<file path="config.mk">
export PLATFORM = sky130hd
export DESIGN_NAME = nfc_host
export DESIGN_NICKNAME = d
export VERILOG_FILES = /design/src/logic/nfc_pkg.sv /design/src/logic/nfc_fifo.sv /design/src/logic/nfc_host.sv
export SDC_FILE = /design/constraint.sdc
export NUM_CORES = 1
export LEC_CHECK = 0
export BUFFER_PORTS_ARGS = -buffer_cell sky130_fd_sc_hd__buf_2
export CORE_AREA = 4 4 141 244
export CTS_CLUSTER_DIAMETER = 120
export DETAILED_ROUTE_END_ITERATION = 10
export DIE_AREA = 0 0 145 248
export GPL_ROUTABILITY_DRIVEN = 0
export PLACE_DENSITY_LB_ADDON = 0.08
export SYNTH_ARGS = -nofsm -noshare
export SYNTH_HDL_FRONTEND = slang
export SYNTH_HIERARCHICAL = 1
export SYNTH_SLANG_ARGS = --single-unit
</file>
<file path="constraint.sdc">
create_clock -name clock -period 3.7 [get_ports clock]
set_clock_uncertainty 0.2 [all_clocks]
set_input_delay 0 -clock clock [delete_from_list [all_inputs] [get_ports clock]]
set_output_delay 0 -clock clock [all_outputs]
set_load 0.02 [all_outputs]
</file>
<file path="src/logic/nfc_pkg.sv">
// Operation
// - one shared byte bus carries command, address and data in separate cycles
// - command-select high qualifies a command byte latched on write strobe rise
// - address-select high qualifies an address byte latched on write strobe rise
// - write strobe rising edge latches bytes; bus held stable across it
// - ready/busy is open drain; pulled up, low means busy
// - five address bytes: column, page, plane, block; unused bits low
package nfc_pkg;
  localparam int unsigned CLK_MHZ = 25;
  localparam int unsigned PLANES = 2;
  localparam int unsigned BLOCKS_PER_PLANE = 1024;
  localparam int unsigned PAGES_PER_BLOCK = 256;
  localparam int unsigned PAGE_MAIN_BYTES = 8192;
  localparam int unsigned PAGE_SPARE_BYTES = 640;
  localparam int unsigned PAGE_BYTES = PAGE_MAIN_BYTES + PAGE_SPARE_BYTES;
  localparam int unsigned PROG_TIME_US = 1300;
  localparam int unsigned ERASE_TIME_US = 3500;
  localparam int unsigned PROG_CYCLES = PROG_TIME_US * CLK_MHZ;
  localparam int unsigned ERASE_CYCLES = ERASE_TIME_US * CLK_MHZ;
  localparam int unsigned BUSY_TIMEOUT_CYCLES = 4 * ERASE_CYCLES;
  localparam int unsigned STROBE_LOW_CYCLES = 1;
  localparam int unsigned STROBE_HIGH_CYCLES = 1;
  localparam int unsigned OUTPUT_VALID_DELAY_NS = 40;
  localparam int unsigned OUTPUT_VALID_DELAY_CYCLES = (OUTPUT_VALID_DELAY_NS * CLK_MHZ + 999) / 1000;
  localparam int unsigned FIFO_DEPTH = 32;
  localparam int unsigned ADDR_BYTES_MAX = 5;
  localparam logic [7:0] COL_HI_MASK = 8'h3f;
  localparam logic [7:0] BLK_HI_MASK = 8'h07;

  typedef enum logic [1:0] {NFC_OP_CMD, NFC_OP_ADDR, NFC_OP_WRITE, NFC_OP_READ} nfc_op_e;

  typedef struct packed {
    nfc_op_e op;
    logic [7:0] data;
  } nfc_req_s;

  typedef struct packed {
    logic ce_n;
    logic cle;
    logic ale;
    logic we_n;
    logic output_strobe_n;
  } nfc_ctl_s;
endpackage : nfc_pkg

</file>
<file path="src/logic/nfc_fifo.sv">
`timescale 1ns/10ps
`default_nettype none
module nfc_fifo #(
  parameter int unsigned WIDTH = 8,
  parameter int unsigned DEPTH = 32
) (
  input wire logic clock, // system clock
  input wire logic reset_n, // async reset, active low
  input wire logic [WIDTH-1:0] in_data, // write data
  input wire logic in_valid, // write request
  output logic in_ready, // not full
  output logic [WIDTH-1:0] out_data, // read data, registered
  output logic out_valid, // data available
  input wire logic out_ready // consumer takes data
);
  localparam int unsigned AW = $clog2(DEPTH);
  logic [WIDTH-1:0] mem [DEPTH];
  logic [AW:0] wr_reg, wr_next, rd_reg, rd_next;
  logic [WIDTH-1:0] out_reg, out_next;
  logic ov_reg, ov_next;
  logic push, pop_mem, mem_empty;
  logic [AW:0] used, fill;

  assign mem_empty = (wr_reg == rd_reg);
  assign used = wr_reg - rd_reg;
  // the output register counts as a slot, so DEPTH words fill the fifo, not DEPTH+1
  assign fill = used + {{AW{1'b0}}, ov_reg};
  assign in_ready = (fill < (AW+1)'(DEPTH));
  assign push = in_valid && in_ready;
  // output register refills whenever it is empty or being taken
  assign pop_mem = !mem_empty && (!ov_reg || out_ready);
  assign out_data = out_reg;
  assign out_valid = ov_reg;

  always_comb begin
    wr_next = push ? wr_reg + 1'b1 : wr_reg;
    rd_next = pop_mem ? rd_reg + 1'b1 : rd_reg;
    out_next = pop_mem ? mem[rd_reg[AW-1:0]] : out_reg;
    ov_next = pop_mem ? 1'b1 : (out_ready ? 1'b0 : ov_reg);
  end

  always_ff @(posedge clock) begin
    if (push) begin
      mem[wr_reg[AW-1:0]] <= in_data;
    end
  end

  always_ff @(posedge clock or negedge reset_n) begin
    if (!reset_n) begin
      wr_reg <= '0;
      rd_reg <= '0;
      out_reg <= '0;
      ov_reg <= 1'b0;
    end else begin
      wr_reg <= wr_next;
      rd_reg <= rd_next;
      out_reg <= out_next;
      ov_reg <= ov_next;
    end
  end
endmodule : nfc_fifo
`default_nettype wire

</file>
<file path="src/logic/nfc_host.sv">
`timescale 1ns/10ps
`default_nettype none
module nfc_host #(
  parameter int unsigned BUSY_TIMEOUT = nfc_pkg::BUSY_TIMEOUT_CYCLES
) (
  input wire logic clock, // 25 MHz system clock
  input wire logic reset_n, // async reset, active low
  input wire nfc_pkg::nfc_req_s req, // bus cycle request
  input wire logic req_valid, // request offered
  output logic req_ready, // request taken this cycle
  input wire logic wait_ready, // hold request until device ready
  input wire logic write_protect, // 1 protects array
  input wire logic standby, // release chip select when idle
  output logic [7:0] rd_data, // read byte from fifo
  output logic rd_valid, // read byte available
  input wire logic rd_ready, // consumer takes read byte
  output logic dev_busy, // synchronised busy level
  output logic timeout, // busy exceeded limit, sticky until reset
  output logic [7:0] io_out, // byte bus drive value
  output logic io_oe, // byte bus drive enable
  input wire logic [7:0] io_in, // byte bus sampled value
  output nfc_pkg::nfc_ctl_s ctl, // chip select, selects and strobes
  output logic write_protect_n, // write-protect pin, low protects
  input wire logic ready_busy_in // open-drain ready/busy, pulled up
);
  typedef enum logic [2:0] {NFC_IDLE, NFC_SETUP, NFC_LOW, NFC_HIGH, NFC_SAMPLE} nfc_state_e;

  nfc_state_e state_reg, state_next;
  nfc_pkg::nfc_req_s cur_reg, cur_next;
  nfc_pkg::nfc_ctl_s ctl_reg, ctl_next;
  logic [7:0] io_reg, io_next;
  logic oe_reg, oe_next;
  logic [2:0] addr_cnt_reg, addr_cnt_next;
  logic [31:0] busy_cnt_reg, busy_cnt_next;
  logic to_reg, to_next;
  logic [3:0] wait_reg, wait_next;
  logic rb_meta_reg, rb_sync_reg;
  logic [7:0] io_meta_reg, io_sync_reg;
  logic [7:0] fifo_din;
  logic fifo_push, fifo_in_ready;
  logic is_read;

  // open-drain ready/busy: low is busy
  assign dev_busy = !rb_sync_reg;
  assign timeout = to_reg;
  assign ctl = ctl_reg;
  assign io_out = io_reg;
  assign io_oe = oe_reg;
  // continuous level, never strobed
  assign write_protect_n = !write_protect;
  assign is_read = (req.op == nfc_pkg::NFC_OP_READ);
  // a read is only taken when fifo space exists, so back-pressure reaches the requester
  assign req_ready = (state_reg == NFC_IDLE) && req_valid && !(wait_ready && dev_busy) &&
                     (!is_read || fifo_in_ready);

  nfc_fifo #(.WIDTH(8), .DEPTH(nfc_pkg::FIFO_DEPTH)) u_fifo (
    .clock(clock),
    .reset_n(reset_n),
    .in_data(fifo_din),
    .in_valid(fifo_push),
    .in_ready(fifo_in_ready),
    .out_data(rd_data),
    .out_valid(rd_valid),
    .out_ready(rd_ready)
  );

  assign fifo_din = io_sync_reg;
  assign fifo_push = (state_reg == NFC_SAMPLE) && (wait_reg == 4'h0);

  always_comb begin
    state_next = state_reg;
    cur_next = cur_reg;
    ctl_next = ctl_reg;
    io_next = io_reg;
    oe_next = oe_reg;
    addr_cnt_next = addr_cnt_reg;
    wait_next = (wait_reg != 4'h0) ? wait_reg - 4'h1 : 4'h0;
    case (state_reg)
      NFC_IDLE: begin
        ctl_next.we_n = 1'b1;
        ctl_next.output_strobe_n = 1'b1;
        ctl_next.cle = 1'b0;
        ctl_next.ale = 1'b0;
        oe_next = 1'b0;
        // chip select may rise only when idle; device ignores it while busy
        if (standby && !req_valid) begin
          ctl_next.ce_n = 1'b1;
        end
        if (req_ready) begin
          cur_next = req;
          ctl_next.ce_n = 1'b0;
          // selects are mutually exclusive by construction
          ctl_next.cle = (req.op == nfc_pkg::NFC_OP_CMD);
          ctl_next.ale = (req.op == nfc_pkg::NFC_OP_ADDR);
          if (req.op == nfc_pkg::NFC_OP_CMD) begin
            addr_cnt_next = 3'h0;
          end
          io_next = req.data;
          if (req.op == nfc_pkg::NFC_OP_ADDR) begin
            // unused high bits forced low
            if (addr_cnt_reg == 3'h1) begin
              io_next = req.data & nfc_pkg::COL_HI_MASK;
            end else if (addr_cnt_reg == 3'h4) begin
              io_next = req.data & nfc_pkg::BLK_HI_MASK;
            end
            if (addr_cnt_reg < 3'(nfc_pkg::ADDR_BYTES_MAX)) begin
              addr_cnt_next = addr_cnt_reg + 3'h1;
            end
          end
          oe_next = !is_read;
          state_next = NFC_SETUP;
        end
      end
      NFC_SETUP: begin
        // one cycle of setup before the strobe falls
        if (cur_reg.op == nfc_pkg::NFC_OP_READ) begin
          ctl_next.output_strobe_n = 1'b0;
          wait_next = 4'(nfc_pkg::OUTPUT_VALID_DELAY_CYCLES + 2);
          state_next = NFC_SAMPLE;
        end else begin
          ctl_next.we_n = 1'b0;
          state_next = NFC_LOW;
        end
      end
      NFC_LOW: begin
        // rising edge latches the byte; data stays driven one more cycle for hold
        ctl_next.we_n = 1'b1;
        state_next = NFC_HIGH;
      end
      NFC_HIGH: begin
        ctl_next.cle = 1'b0;
        ctl_next.ale = 1'b0;
        oe_next = 1'b0;
        state_next = NFC_IDLE;
      end
      NFC_SAMPLE: begin
        // wait covers output-valid delay plus the two synchroniser stages
        if (wait_reg == 4'h0) begin
          ctl_next.output_strobe_n = 1'b1;
          state_next = NFC_IDLE;
        end
      end
      default: begin
        state_next = NFC_IDLE;
      end
    endcase
  end

  always_comb begin
    busy_cnt_next = dev_busy ? busy_cnt_reg + 32'h1 : 32'h0;
    to_next = to_reg || (dev_busy && (busy_cnt_reg >= 32'(BUSY_TIMEOUT)));
  end

  always_ff @(posedge clock or negedge reset_n) begin
    if (!reset_n) begin
      state_reg <= NFC_IDLE;
      cur_reg <= '0;
      ctl_reg <= '{ce_n: 1'b1, cle: 1'b0, ale: 1'b0, we_n: 1'b1, output_strobe_n: 1'b1};
      io_reg <= 8'h00;
      oe_reg <= 1'b0;
      addr_cnt_reg <= 3'h0;
      wait_reg <= 4'h0;
      busy_cnt_reg <= 32'h0;
      to_reg <= 1'b0;
      rb_meta_reg <= 1'b0;
      rb_sync_reg <= 1'b0;
      io_meta_reg <= 8'h00;
      io_sync_reg <= 8'h00;
    end else begin
      state_reg <= state_next;
      cur_reg <= cur_next;
      ctl_reg <= ctl_next;
      io_reg <= io_next;
      oe_reg <= oe_next;
      addr_cnt_reg <= addr_cnt_next;
      wait_reg <= wait_next;
      busy_cnt_reg <= busy_cnt_next;
      to_reg <= to_next;
      rb_meta_reg <= ready_busy_in;
      rb_sync_reg <= rb_meta_reg;
      io_meta_reg <= io_in;
      io_sync_reg <= io_meta_reg;
    end
  end
endmodule : nfc_host
`default_nettype wire

</file>
## Word-level counts from Yosys, hierarchy flattened

Memory sizes are Yosys's and may differ from the RTL's. A register that Yosys moved wholly into a read port is not among the register bits.
Index checks and enable logic that the tools add are counted.

- Equal/unequal tests: 14
- $add $sub $neg: 7
- Reductions and logical operators: 35
- Muxes and demuxes: 28
- Order comparisons: 3

Operators with widths:

| operator | number |
|---|---|
| 32-bit by 1-bit adder with 32-bit output (second input constant) | 1 |
| 32-bit by 19-bit >= comparator with 1-bit output (second input constant) | 1 |
| 32-bit two-way mux | 1 |
| 8-bit two-way mux | 3 |
| 3-bit two-way mux | 7 |
| 6-bit by 1-bit adder with 6-bit output (second input constant) | 2 |
| 4-bit two-way mux | 3 |
| 3-bit one-hot mux with 4 select lines | 1 |
| 1-bit logical AND | 9 |
| 1-bit two-way mux | 9 |
| 1-bit logical NOT | 8 |
| 2-bit AND reduction | 4 |
| 2-bit nonzero test | 4 |
| 6-bit by 1-bit adder with 6-bit output | 1 |
| 3-bit by 1-bit == test with 1-bit output (second input constant) | 2 |
| 3-bit by 2-bit == test with 1-bit output (second input constant) | 2 |
| 3-bit == test (second input constant) | 2 |
| 6-bit == test | 1 |
| 6-bit less-than comparator (second input constant) | 1 |
| 2-bit inequality test (second input constant) | 3 |
| 6-bit subtractor | 1 |
| 2-bit == test (second input constant) | 2 |
| 4-bit logical NOT | 1 |
| 1-bit one-hot mux with 2 select lines | 2 |
| 14 further kinds | 16 |

- Register bits after elaboration: 90
- Memories kept: 1
- Word-level logic and storage cells: 108
- RAM bits: 256

Memory list:

| name | depth | bits a word | rd ports | clocked after memory_dff | write ports | RTL line | RTL |
|---|---|---|---|---|---|---|---|
| u_fifo.mem | 32 | 8 | 1 | 1 | 1 | nfc_fifo.sv:17 | `logic [WIDTH-1:0] mem [DEPTH];` |

## Depth between registers and ports, before layout

Gate-level depths: netlist of the first run.

- Depth in word-level cells: 7
- Mapped depth: 14
- Depth with buffers taken out: 11

## Modules after synthesis

The synthesis of the first run kept the hierarchy.

Modules (own cells, without submodules):

| module | area an instance (um^2) | instances | cells each |
|---|---|---|---|
| nfc_fifo | 10938.0 | 1 | 526 |
| nfc_host | 3499.6 | 1 | 330 |

## Worst setup path before layout of the first run

OpenSTA, ideal clock, no wires.

- Path type: register to register
- Start: reg u_fifo.rd_reg[1]
- End: reg oe_reg, in the netlist io_oe
- Data arrival time: 3.022 ns
- Cell stages (with the launch flop): 14
- Path slack: 0.359 ns
- Clock period less this slack: 3.341 ns
- Setup time: 0.119 ns
- Cells stage by stage: dfrtp_1 -> buf_2 -> buf_2 -> inv_1 -> ha_1 -> ha_1 -> nand4b_1 -> a21o_1 -> and3_1 -> buf_2 -> or2_1 -> o2111ai_2 -> inv_1 -> a21bo_2

- Cells in the longest elaborated chain, start to end: 7

Ends and longest elaborated chain:

| item | RTL line | RTL |
|---|---|---|
| from (decl) | nfc_fifo.sv:18 | `logic [AW:0] wr_reg, wr_next, rd_reg, rd_next;` |
| from (signal assigned) | nfc_fifo.sv:56 | `rd_reg <= rd_next;` |
| 6-bit subtractor | nfc_fifo.sv:25 | `assign used = wr_reg - rd_reg;` |
| 6-bit by 1-bit adder with 6-bit output | nfc_fifo.sv:27 | `assign fill = used + {{AW{1'b0}}, ov_reg};` |
| 6-bit less-than comparator | nfc_fifo.sv:28 | `assign in_ready = (fill < (AW+1)'(DEPTH));` |
| via fifo_in_ready | nfc_host.sv:40 | `logic fifo_push, fifo_in_ready;` |
| 1-bit logical OR | nfc_host.sv:54 | `(!is_read \|\| fifo_in_ready);` |
| 1-bit logical AND | nfc_host.sv:53 | `assign req_ready = (state_reg == NFC_IDLE) && req_valid && !(wait_ready && dev_busy) &&` |
| via req_ready | nfc_host.sv:10 | `output logic req_ready,` |
| 1-bit two-way mux | nfc_host.sv:89 | `if (req_ready) begin` |
| 1-bit one-hot mux with 2 select lines | nfc_host.sv:78 | `case (state_reg)` |
| to (signal assigned) | nfc_host.sv:174 | `oe_reg <= oe_next;` |
| to (decl) | nfc_host.sv:32 | `logic oe_reg, oe_next;` |

The timed path passes the listed nets, and every way through them passes these cells.
A chain may end at the register's enable or synchronous reset.

## Worst setup path after layout of the first run

- Start: reg u_fifo.rd_reg[3]
- End: reg ctl_reg, in the netlist ctl[4]

- Cells in the longest elaborated chain, start to end: 7
- Elaborated cells between the ends (all ways): 8
- Classes of those cells: 2 x add/sub; 1 x order compare; 1 x mux; 4 x reduce/logical

Ends and longest elaborated chain:

| item | RTL line | RTL |
|---|---|---|
| 6-bit subtractor (*) | nfc_fifo.sv:25 |  |
| 6-bit by 1-bit adder with 6-bit output (*) | nfc_fifo.sv:27 |  |
| 6-bit less-than comparator (*) | nfc_fifo.sv:28 |  |
| via fifo_in_ready | nfc_host.sv:40 |  |
| 1-bit logical OR (*) | nfc_host.sv:54 |  |
| 1-bit logical AND (*) | nfc_host.sv:53 |  |
| 2-bit nonzero test (no source line) | - |  |
| 2-bit AND reduction (no source line) | - |  |
| to (signal assigned) | nfc_host.sv:158 | `ctl_reg <= '{ce_n: 1'b1, cle: 1'b0, ale: 1'b0, we_n: 1'b1, output_strobe_n: 1'b1};` |
| to (signal assigned) | nfc_host.sv:172 | `ctl_reg <= ctl_next;` |
| to (decl) | nfc_host.sv:30 | `nfc_pkg::nfc_ctl_s ctl_reg, ctl_next;` |

Mark *: on every way through the listed nets, which the timed path passes. The rest lies on a longest branch.

==> results.json, run 1 <==
{
  "syn_inst": 856,
  "dp_hpwl_mm": 22.27,
  "nets": 1028,
  "worstMarginPinSlew_ns": 0.9349,
  "grt_overflow": 0,
  "cts_setup_buffers": 0,
  "initial_core_util_pct": 44.66,
  "vias_per_cell": 5.629,
  "end_kind": "flip-flop",
  "start_kind": "flip-flop",
  "p_leak_uw": 0.005909,
  "power.switching_uw": 3054,
  "hold_path_class": "in -> reg",
  "clkSinkCount": 354,
  "io_buffers": 52,
  "antenna_found_initial": 0,
  "period_needed_ns": 3.558,
  "cap_viol_max_count": 0,
  "cts_root_buf": "clkbuf_16",
  "max_freq_ghz": 0.2811,
  "grt_pass1_vias": 8498,
  "drive_above_1_share_pct": 23.36,
  "clkPwrFrac_pct": 29.8,
  "pwr-share-seq_pct": 44.1,
  "rsz0062_at_grt": "false",
  "cts_made_buffers": 31,
  "wl_mm": 33.24,
  "setup_tns_ns": 0,
  "yosys_warnings": 6,
  "total_power_uw": 10550,
  "synth.distinct_cells": 65,
  "cts_max_level": 1,
  "syn_avg_cell_area_um2": 16.87,
  "drt-initial-drc-count": 427,
  "nFillCells": 2663,
  "grt_pass1_wl_mm": 50.94,
  "route.vias.total": 7914,
  "mappedNetlistNets": 901,
  "die_w_um": 145,
  "first_pass_iters": 5,
  "finalMaxSlewViolations": 0,
  "arrival_ns": 3.85,
  "wire_per_inst_um": 23.64,
  "io_pins": 53,
  "drcViolationCount": 0,
  "multi_input_area_um2": 3984,
  "insertedDiodeCount": 0,
  "clockBufferDepth": 3,
  "grt_max_degree": 67,
  "min_path_cells": 3,
  "ys_ff_latch": 354,
  "critPathMaxFanout": 10,
  "setup_violations": 0,
  "dp.cells": 1304,
  "worst_ep_required_time_ns": 4.00,
  "synthFlopType": "edfxtp_1",
  "status": "completed",
  "grtUsageTotal_pct": 18.63,
  "pwr-share-comb_pct": 26.0,
  "syn_area_um2": 14440,
  "cellPowerDensity_nw_per_um2": 632.0,
  "ant_nets": 0,
  "hold_violations": 0,
  "synthToLayoutAreaGrowth_pct": 15.67,
  "rows": 87,
  "postSynth.asyncResetShare_pct": 27.68,
  "crit_type": "reg -> reg",
  "swShare_pct": 28.94,
  "die_y_um": 248,
  "clock_latency_ns": 0.56,
  "cts_tree": "built",
  "clk_pin_slew_ns": 0.06,
  "die-area_um2": 35960,
  "largest_reg_flops": 256,
  "slew_headroom_pct": 37.67,
  "max-vdd-ir-drop_uv": 327.4,
  "stdcell_count": 1406,
  "period_share_pct": 96.16,
  "synth-edff-count": 256,
  "power.internal_uw": 7500,
  "core_area_um2": 32330,
  "seqCellArea_um2": 10150,
  "seq_area_frac_synth_pct": 70.26,
  "worst_r2r_path_depth": 12
}
## cells in the mapped netlist, types with 5 or more instances
master	n	area share, %
a21oi_1	27	0.94
buf_6	9	0.70
xnor2_1	12	0.73
or3_1	5	0.22
mux2_2	12	0.94
ha_1	19	1.6
dfrtp_1	95	16
inv_1	21	0.55
o22ai_1	28	1.2
nand2_1	40	1.0
and3_1	5	0.22
edfxtp_1	256	53
o31ai_1	15	0.78
mux4_2	65	10
clkbuf_1	17	0.44
nor4_1	10	0.43
and4_1	5	0.30
or4_1	16	0.83
nor2_1	53	1.4
xor2_1	11	0.67
nand4_1	10	0.43
mux2i_1	5	0.35
nand3_1	22	0.76
o21ai_0	22	0.76
buf_2	8	0.28
## critical path, cell delays in order, from the launching register on
cell and delay, ns:
dfrtp_1 0.46, inv_2 0.21, ha_1 0.28, ha_1 0.28, nand2_1 0.05, a21o_1 0.16, and3_1 0.26, buf_4 0.19
or2_1 0.26, o2111ai_4 0.32, inv_1 0.13, nor2_1 0.12, dlygate4sd3_1 0.57
## layout by cell type, fill, tap and decap left out, types with 5 or more instances in the layout
cell type      netlist  routed
a21oi_1             27      27
and3_1               5       5
and4_1               5       5
buf_2                8      51
buf_4                4      36
clkbuf_1            17       5
clkbuf_16            0      31
clkinv_1             0       6
dfrtp_1             95      93
dlygate4sd3_1        0      45
edfxtp_1           256     256
ha_1                19      19
inv_1               21      21
mux2_2              12      12
mux2i_1              5       5
mux4_2              65      65
nand2_1             40      40
nand3_1             22      22
nand4_1             10      10
nor2_1              53      53
nor4_1              10      10
o21ai_0             22      22
o22ai_1             28      28
o31ai_1             15      15
or3_1                5       5
or4_1               16      16
xnor2_1             12      12
xor2_1              11      11
## final timing paths
path,startpoint,endpoint,slack (ns)
max,u_fifo/rd_reg[3],ctl[4],0.14
min,req[9],ctl[2],0.03
max reg2reg,u_fifo/rd_reg[3],ctl[4],0.14
min reg2reg,io_meta_reg[0],fifo_din[0],0.15
max in group asynchronous,reset_n,u_fifo/rd_reg[0],2.48
min in group asynchronous,reset_n,ctl[0],0.32
## routing by layer
layer	global-route usage, %	vias up	wire length (um)
li1	-	3625	-
met1	21.52	4071	12500
met2	35.60	163	18390
met3	2.174	55	1183
met4	6.853	0	1163
met5	0	-	0
## layout make-up
class	count	area share, %
inverters	22	0.4945
repair buffers	133	5.964
multi-input cells	441	23.86
clock buffers	38	4.922
flip-flops and latches	354	60.77
well taps	400	2.997
clock inverters	18	0.9965
## logic make-up (layout without fill, tap and decap cells)
| logic type | count (synthesis) | in the layout | share of synthesized area, % |
|---|---|---|---|
| and+or+nand+nor | 196 | 196 | 7.349 |
| adders and majority gates | 19 | 19 | 1.647 |
| muxes | 83 | 83 | 11.50 |
| DFF | 354 | 354 | 70.26 |
| xor gates and xnor gates | 24 | 24 | 1.508 |
| AOI/OAI and AO/OA | 119 | 119 | 5.512 |
| buffers and inverters | 61 | 211 | 2.227 |
## power groups by stage
stage | clock network (uW) | logic [uW] | registers (uW)
2_1_floorplan | 0 | 1830 | 4830
3_3_place_gp | 0 | 2660 | 4720
3_5_place_dp | 0 | 2700 | 4740
4_1_cts | 3250 | 2780 | 4660
5_1_grt | 3420 | 2980 | 4690
6_report | 3150 | 2750 | 4660
## metrics by stage
step	hold WS, ns	util, %	worst slack, ns	area [um^2]
after global routing	0.05150	51.65	0.0003095	16700
after CTS	0.001553	51.62	0.05410	16690
after detailed placement	-0.2274	47.11	0.2803	15230
after global placement	-0.2366	47.11	0.3544	15230
after floorplan	-0.4956	-	0.3590	14440
final	0.03406	51.65	0.1421	16700
## timing repair
| item | in CTS | in global routing |
|---|---|---|
| hold buffers | 46 | 0 |
| setup endpoints to repair | 0 | 2 |
| endpoints found under the hold margin | 135 | 0 |
| resized for setup | 0 | 1 |
No activity file was read; power rests on OpenSTA's default activity.
==> run 2, diff against run 1 <==
--- a/config.mk
+++ b/config.mk
@@ -5,14 +5,14 @@
 export SDC_FILE = /design/constraint.sdc
 export NUM_CORES = 1
 export LEC_CHECK = 0
+export ABC_AREA = 1
 export BUFFER_PORTS_ARGS = -buffer_cell sky130_fd_sc_hd__buf_2
-export CORE_AREA = 4 4 141 244
+export CORE_AREA = 4 4 145 252
 export CTS_CLUSTER_DIAMETER = 120
 export DETAILED_ROUTE_END_ITERATION = 10
-export DIE_AREA = 0 0 145 248
+export DIE_AREA = 0 0 149 256
 export GPL_ROUTABILITY_DRIVEN = 0
 export PLACE_DENSITY_LB_ADDON = 0.08
 export SYNTH_ARGS = -nofsm -noshare
 export SYNTH_HDL_FRONTEND = slang
-export SYNTH_HIERARCHICAL = 1
 export SYNTH_SLANG_ARGS = --single-unit
==> results.json, run 2 <==
{
  "cts_made_buffers": 36,
  "yosysTopAreaCell": "edfxtp_1",
  "setup_violations": 0,
  "synth-edff-count": 256,
  "mappedNetlistNets": 1517,
  "yosys_warnings": 0,
  "synthToLayoutAreaGrowth_pct": 16.31,
  "wl_mm": 40.42,
  "io_buffers": 52,
  "path_buf_inv": 3,
  "grt_pass1_vias": 11070,
  "grt_max_degree": 84,
  "setup_tns_ns": 0,
  "slowest_delay_ns": 0.57,
  "slew_headroom_pct": 40.27,
  "wire_per_inst_um": 19.42,
  "cp-startpoint": "u_fifo.rd_reg[4]",
  "synthFlopType": "edfxtp_1",
  "syn_area_um2": 15420,
  "worstReg2RegStart": "u_fifo.rd_reg[4]",
  "nFillCells": 3240,
  "final_cell_mix": "346 x nand2_1, 256 x edfxtp_1, 246 x nor2_1, 142 x nand3_1, 93 x o21ai_0",
  "largest_reg_flops": 256,
  "period_needed_ns": 3.156,
  "finalMaxSlewViolations": 0,
  "io_pins": 53,
  "reg2reg_slack_ns": 0.54,
  "grt_pass1_wl_mm": 62.94,
  "cap_viol_max_count": 0,
  "r2r_end": "io_out[4]",
  "ys_ff_latch": 354,
  "cp_top_family": "simple AND/OR/NAND/NOR gates",
  "die_w_um": 149,
  "first_pass_iters": 5,
  "cts_tree": "built",
  "die-area_um2": 38140,
  "status": "completed",
  "dp.cells": 1968,
  "nets": 1641,
  "mostFrequentLayoutCell": "nand2_1",
  "crit_type": "reg -> reg",
  "initial_core_util_pct": 44.74,
  "critPathMaxFanout": 15,
  "synth_area_leaders": "edfxtp_1 50%, dfrtp_1 15%, nand2_1 8.4%, nor2_1 6.0%, nand3_1 4.6%",
  "insertedDiodeCount": 0,
  "max_freq_ghz": 0.3169,
  "yosysMostFrequentCell": "nand2_1",
  "vias_per_cell": 5.119,
  "seq_area_frac_synth_pct": 65.80,
  "start_kind": "flip-flop",
  "drcViolationCount": 0,
  "dp_hpwl_mm": 26.01,
  "postSynth.asyncResetShare_pct": 27.68,
  "max-vdd-ir-drop_uv": 433.6,
  "synth_top_cell_area_share_pct": 49.87,
  "grtUsageTotal_pct": 21.54,
  "min_path_cells": 3,
  "grt_overflow": 0,
  "clkSinkCount": 354,
  "p_leak_uw": 0.006934,
  "clock_latency_ns": 0.53,
  "rsz0062_at_grt": "false",
  "period_share_pct": 85.28,
  "synth.distinct_cells": 40,
  "worst_ep_required_time_ns": 3.95,
  "antenna_found_initial": 0,
  "core_area_um2": 34460,
  "timing.hold.ws_ns": 0.04238,
  "crit_chain": "inv_2 -> ha_1 -> ha_1 -> nand2_1 -> inv_1 -> nand2_1 -> nand3_1 -> nand2_1 -> nand3_2 -> nand2_2 -> nand3b_1 -> dlygate4sd3_1 -> nand2_1",
  "syn_avg_cell_area_um2": 10.47,
  "cts_resized": 0,
  "worstMarginPinSlew_ns": 0.8959,
  "syn_inst": 1472,
  "ant_nets": 0,
  "route.vias.total": 10660,
  "rows": 90,
  "clk_pin_slew_ns": 0.06,
  "die_y_um": 256,
  "stdcell_count": 2082,
  "hold_buffers": 50,
  "clockBufferDepth": 3,
  "fin_util_pct": 52.04,
  "hold_path_class": "in -> out",
  "cellPowerDensity_nw_per_um2": 671.5,
  "cts_setup_buffers": 0,
  "drt-initial-drc-count": 702,
  "cp-endpoint": "io_out[4]",
  "synth_common_cells": "346 x nand2_1, 256 x edfxtp_1, 246 x nor2_1",
  "end_kind": "flip-flop",
  "path_common_cell": "nand2_1",
  "cts_max_level": 2,
  "cts_root_buf": "clkbuf_16",
  "hold_violations": 0,
  "cpMaxStageDelayCell": "dlygate4sd3_1",
  "worst_r2r_path_depth": 13,
  "cp.depth": 13,
  "arrival_ns": 3.41,
  "drive_above_1_share_pct": 12.21
}
[run 2: cell count changes after synthesis, sizes merged, moves of 55 or more]
cell   change
o21ai     +81
nand2    +307
nand3    +126
nor2     +198
inv       +55
mux4      -65
[run 2: area by class of cell]
cell class,instances,area [um^2],area share [%]
Clock inverter,19,207.7,1.158
Inverter,80,301.5,1.682
Clock buffer,45,965.9,5.387
Multi-Input combinational cell,978,4598,25.64
Sequential cell,354,10160,56.65
Tap cell,460,575.6,3.210
Timing Repair Buffer,146,1124,6.266
[run 2: how the worst min path moves through the flow]
stage	to	slack (ns)	start
after floorplan	addr_cnt_reg[0]	-0.50	reset_n
after global placement	io_meta_reg[5]	-0.09	io_in[5]
after detailed placement	rb_meta_reg	-0.09	ready_busy_in
after CTS	write_protect_n	0.05	write_protect
after global routing	write_protect_n	0.07	write_protect
final	write_protect_n	0.04	write_protect
[run 2: cell families (layout without fill, tap and decap cells)]
group           count (synthesis)  in the layout  share of synthesized area, %
simple gates                  790            790                         22.00
xor+xnor                       25             25                         1.420
flops                         354            354                         65.80
fa+ha+maj                      19             19                         1.542
buf+inv                       140            290                         4.375
compound gates                144            144                         4.870
[run 2: through the flow]
step / power, uW / worst slack, ns / area, um^2
3_3_place_gp: 8370 / 0.6482 / 16240
5_1_grt: 12740 / 0.3124 / 17930
4_1_cts: 12150 / 0.5441 / 17930
2_1_floorplan: 7334 / 0.7100 / 15420
6_report: 12040 / 0.5445 / 17930
3_5_place_dp: 8375 / 0.6366 / 16240
[run 2: where the power goes]
part           internal, uW  total (uW)  switching, uW
registers              4490        4690            202
logic                  1130        3700           2570
clock network          2140        3650           1510
[run 2: worst register-to-register path, stage by stage (launching register included)]
cell	delay, ns
dfrtp_1	0.40
inv_2	0.16
ha_1	0.27
ha_1	0.31
nand2_1	0.08
inv_1	0.05
nand2_1	0.06
nand3_1	0.07
nand2_1	0.09
nand3_2	0.28
nand2_2	0.37
nand3b_1	0.11
dlygate4sd3_1	0.57
nand2_1	0.07
[run 2: routing by layer]
metal | vias up | routed length [um] | global-route usage, %
met2 | 245 | 21880 | 39.70
met5 | - | 0 | 0
met1 | 5135 | 15960 | 25.73
met4 | 0 | 1302 | 7.101
li1 | 5205 | - | -
met3 | 73 | 1286 | 2.657
==> run 3, diff against run 2 <==
==> constraint.sdc (replaced) <==
create_clock -name clock -period 3.7 [get_ports clock]
set_clock_uncertainty 0.2 [all_clocks]
set_input_delay 0.74 -clock clock [delete_from_list [all_inputs] [get_ports clock]]
set_output_delay 0.74 -clock clock [all_outputs]
set_load 0.02 [all_outputs]
==> results.json, run 3 (synthesis results as in run 2) <==
{
  "status": "completed",
  "pwr-share-comb_pct": 30.0,
  "finalMaxSlewViolations": 0,
  "clock_latency_ns": 0.52,
  "wl_mm": 38.77,
  "initial_core_util_pct": 44.74,
  "dpl_worst_slack_ns": 0.3974,
  "insertedDiodeCount": 0,
  "cts_made_buffers": 35,
  "largest_reg_flops": 256,
  "max-vdd-ir-drop_uv": 458.4,
  "grt_max_degree": 82,
  "critPathMaxFanout": 12,
  "dp.cells": 1968,
  "hold_path_class": "in -> async",
  "pwr-share-seq_pct": 39.4,
  "die-area_um2": 38140,
  "arrival_ns": 2.53,
  "nets": 1591,
  "setup_tns_ns": 0,
  "nFillCells": 3220,
  "final_cell_mix": "346 x nand2_1, 256 x edfxtp_1, 246 x nor2_1, 142 x nand3_1, 93 x o21ai_0",
  "place_area_um2": 16250,
  "die_w_um": 149,
  "start_kind": "flip-flop",
  "power.switching_uw": 4201,
  "hold_violations": 0,
  "cts_tree": "built",
  "grt_pass1_vias": 10720,
  "power.internal_uw": 7723,
  "swShare_pct": 35.23,
  "finalInstanceArea_um2": 17450,
  "period_share_pct": 93.82,
  "stdcell_count": 2030,
  "total_power_uw": 11920,
  "clkPwrFrac_pct": 30.6,
  "drt-initial-drc-count": 684,
  "dp_hpwl_mm": 25.49,
  "io_buffers": 52,
  "route.vias.total": 10490,
  "grt_pass1_wl_mm": 60.43,
  "antenna_found_initial": 0,
  "drive_above_1_share_pct": 12.55,
  "first_pass_iters": 5,
  "io_pins": 53,
  "end_kind": "primary output",
  "reg2reg_slack_ns": 0.56,
  "cellPowerDensity_nw_per_um2": 683.3,
  "cap_viol_max_count": 0,
  "max_freq_ghz": 0.2881,
  "cts_root_buf": "clkbuf_16",
  "clockBufferDepth": 3,
  "synthToLayoutAreaGrowth_pct": 13.20,
  "rows": 90,
  "crit_type": "reg -> out",
  "setup_violations": 0,
  "grt_overflow": 0,
  "worstMarginPinSlew_ns": 0.8459,
  "rsz0062_at_grt": "false",
  "cts_max_level": 2,
  "core_area_um2": 34460,
  "clk_pin_slew_ns": 0.06,
  "grtUsageTotal_pct": 20.57,
  "wire_per_inst_um": 19.10,
  "worst_ep_required_time_ns": 2.76,
  "vias_per_cell": 5.165,
  "drcViolationCount": 0,
  "layout_setup_ws_ns": 0.2286,
  "ant_nets": 0,
  "p_leak_uw": 0.006745,
  "mostFrequentLayoutCell": "nand2_1",
  "slew_headroom_pct": 43.60,
  "clkSinkCount": 354,
  "die_y_um": 256,
  "period_needed_ns": 3.471
}
-- run 3: cell count changes in the layout (fill, tap and decap cells not counted), moves of 2 or more --
| cell | before | now |
|---|---|---|
| dlygate4sd3_1 | 49 | 0 |
| clkbuf_1 | 7 | 3 |
| clkinv_1 | 5 | 8 |
| clkinvlp_4 | 3 | 1 |
-- run 3: power by group through the flow --
stage                     combinational [uW]  sequential [uW]  clock (uW)
after floorplan                         2500             4840           0
after global placement                  3550             4780           0
after detailed placement                3550             4790           0
after CTS                               3570             4710        3740
after global routing                    3990             4740        3910
final                                   3570             4700        3650
-- run 3: layer usage --
layer | track usage, % | share of wire [%]
met1 | 24.74 | 39
met2 | 37.11 | 53
met3 | 2.498 | 4.1
met4 | 8.119 | 4.1
met5 | 0 | 0
-- run 3: area by class of cell --
class / count / area, um^2 / area share, %
clock buffers: 41 / 950.9 / 5.449
clock inverters: 20 / 229.0 / 1.312
inverters: 80 / 304.0 / 1.742
multi-input cells: 978 / 4606 / 26.39
flip-flops and latches: 354 / 10160 / 58.22
well taps: 460 / 575.6 / 3.298
repair buffers: 97 / 625.6 / 3.585
-- run 3: timing repair --
item,in CTS,in global routing
setup buffers,0,1
endpoints found under the setup margin,1,1
hold buffers,0,0
resized for setup,2,1
-- run 3: final timing paths --
check,startpoint,endpoint,depth (start not counted)
hold / removal,reset_n,busy_cnt_reg[23],1
setup reg to reg,u_fifo.rd_reg[4],u_fifo.mem[7][7],12
min in group clock,io_in[5],io_meta_reg[5],1
max in group asynchronous,reset_n,ctl[0],3
hold reg to reg,io_meta_reg[2],fifo_din[2],0
setup / recovery,u_fifo.rd_reg[4],req_ready,10
-- run 3: per-stage QoR --
step	hold WS (ns)	utilization [%]
after floorplan	0.1312	-
after global placement	0.1316	47.16
after detailed placement	0.1346	47.16
after CTS	0.08969	50.61
after global routing	0.09692	50.64
final	0.07535	50.64
-- run 3: worst max-delay path: stages, from the launching register on --
cell     delay (ns)
dfrtp_2        0.43
inv_4          0.13
ha_1           0.27
ha_1           0.31
nand2_1        0.09
inv_1          0.05
a21oi_1        0.14
nand3_1        0.15
nand3_4        0.18
nand2_2        0.07
buf_2          0.18
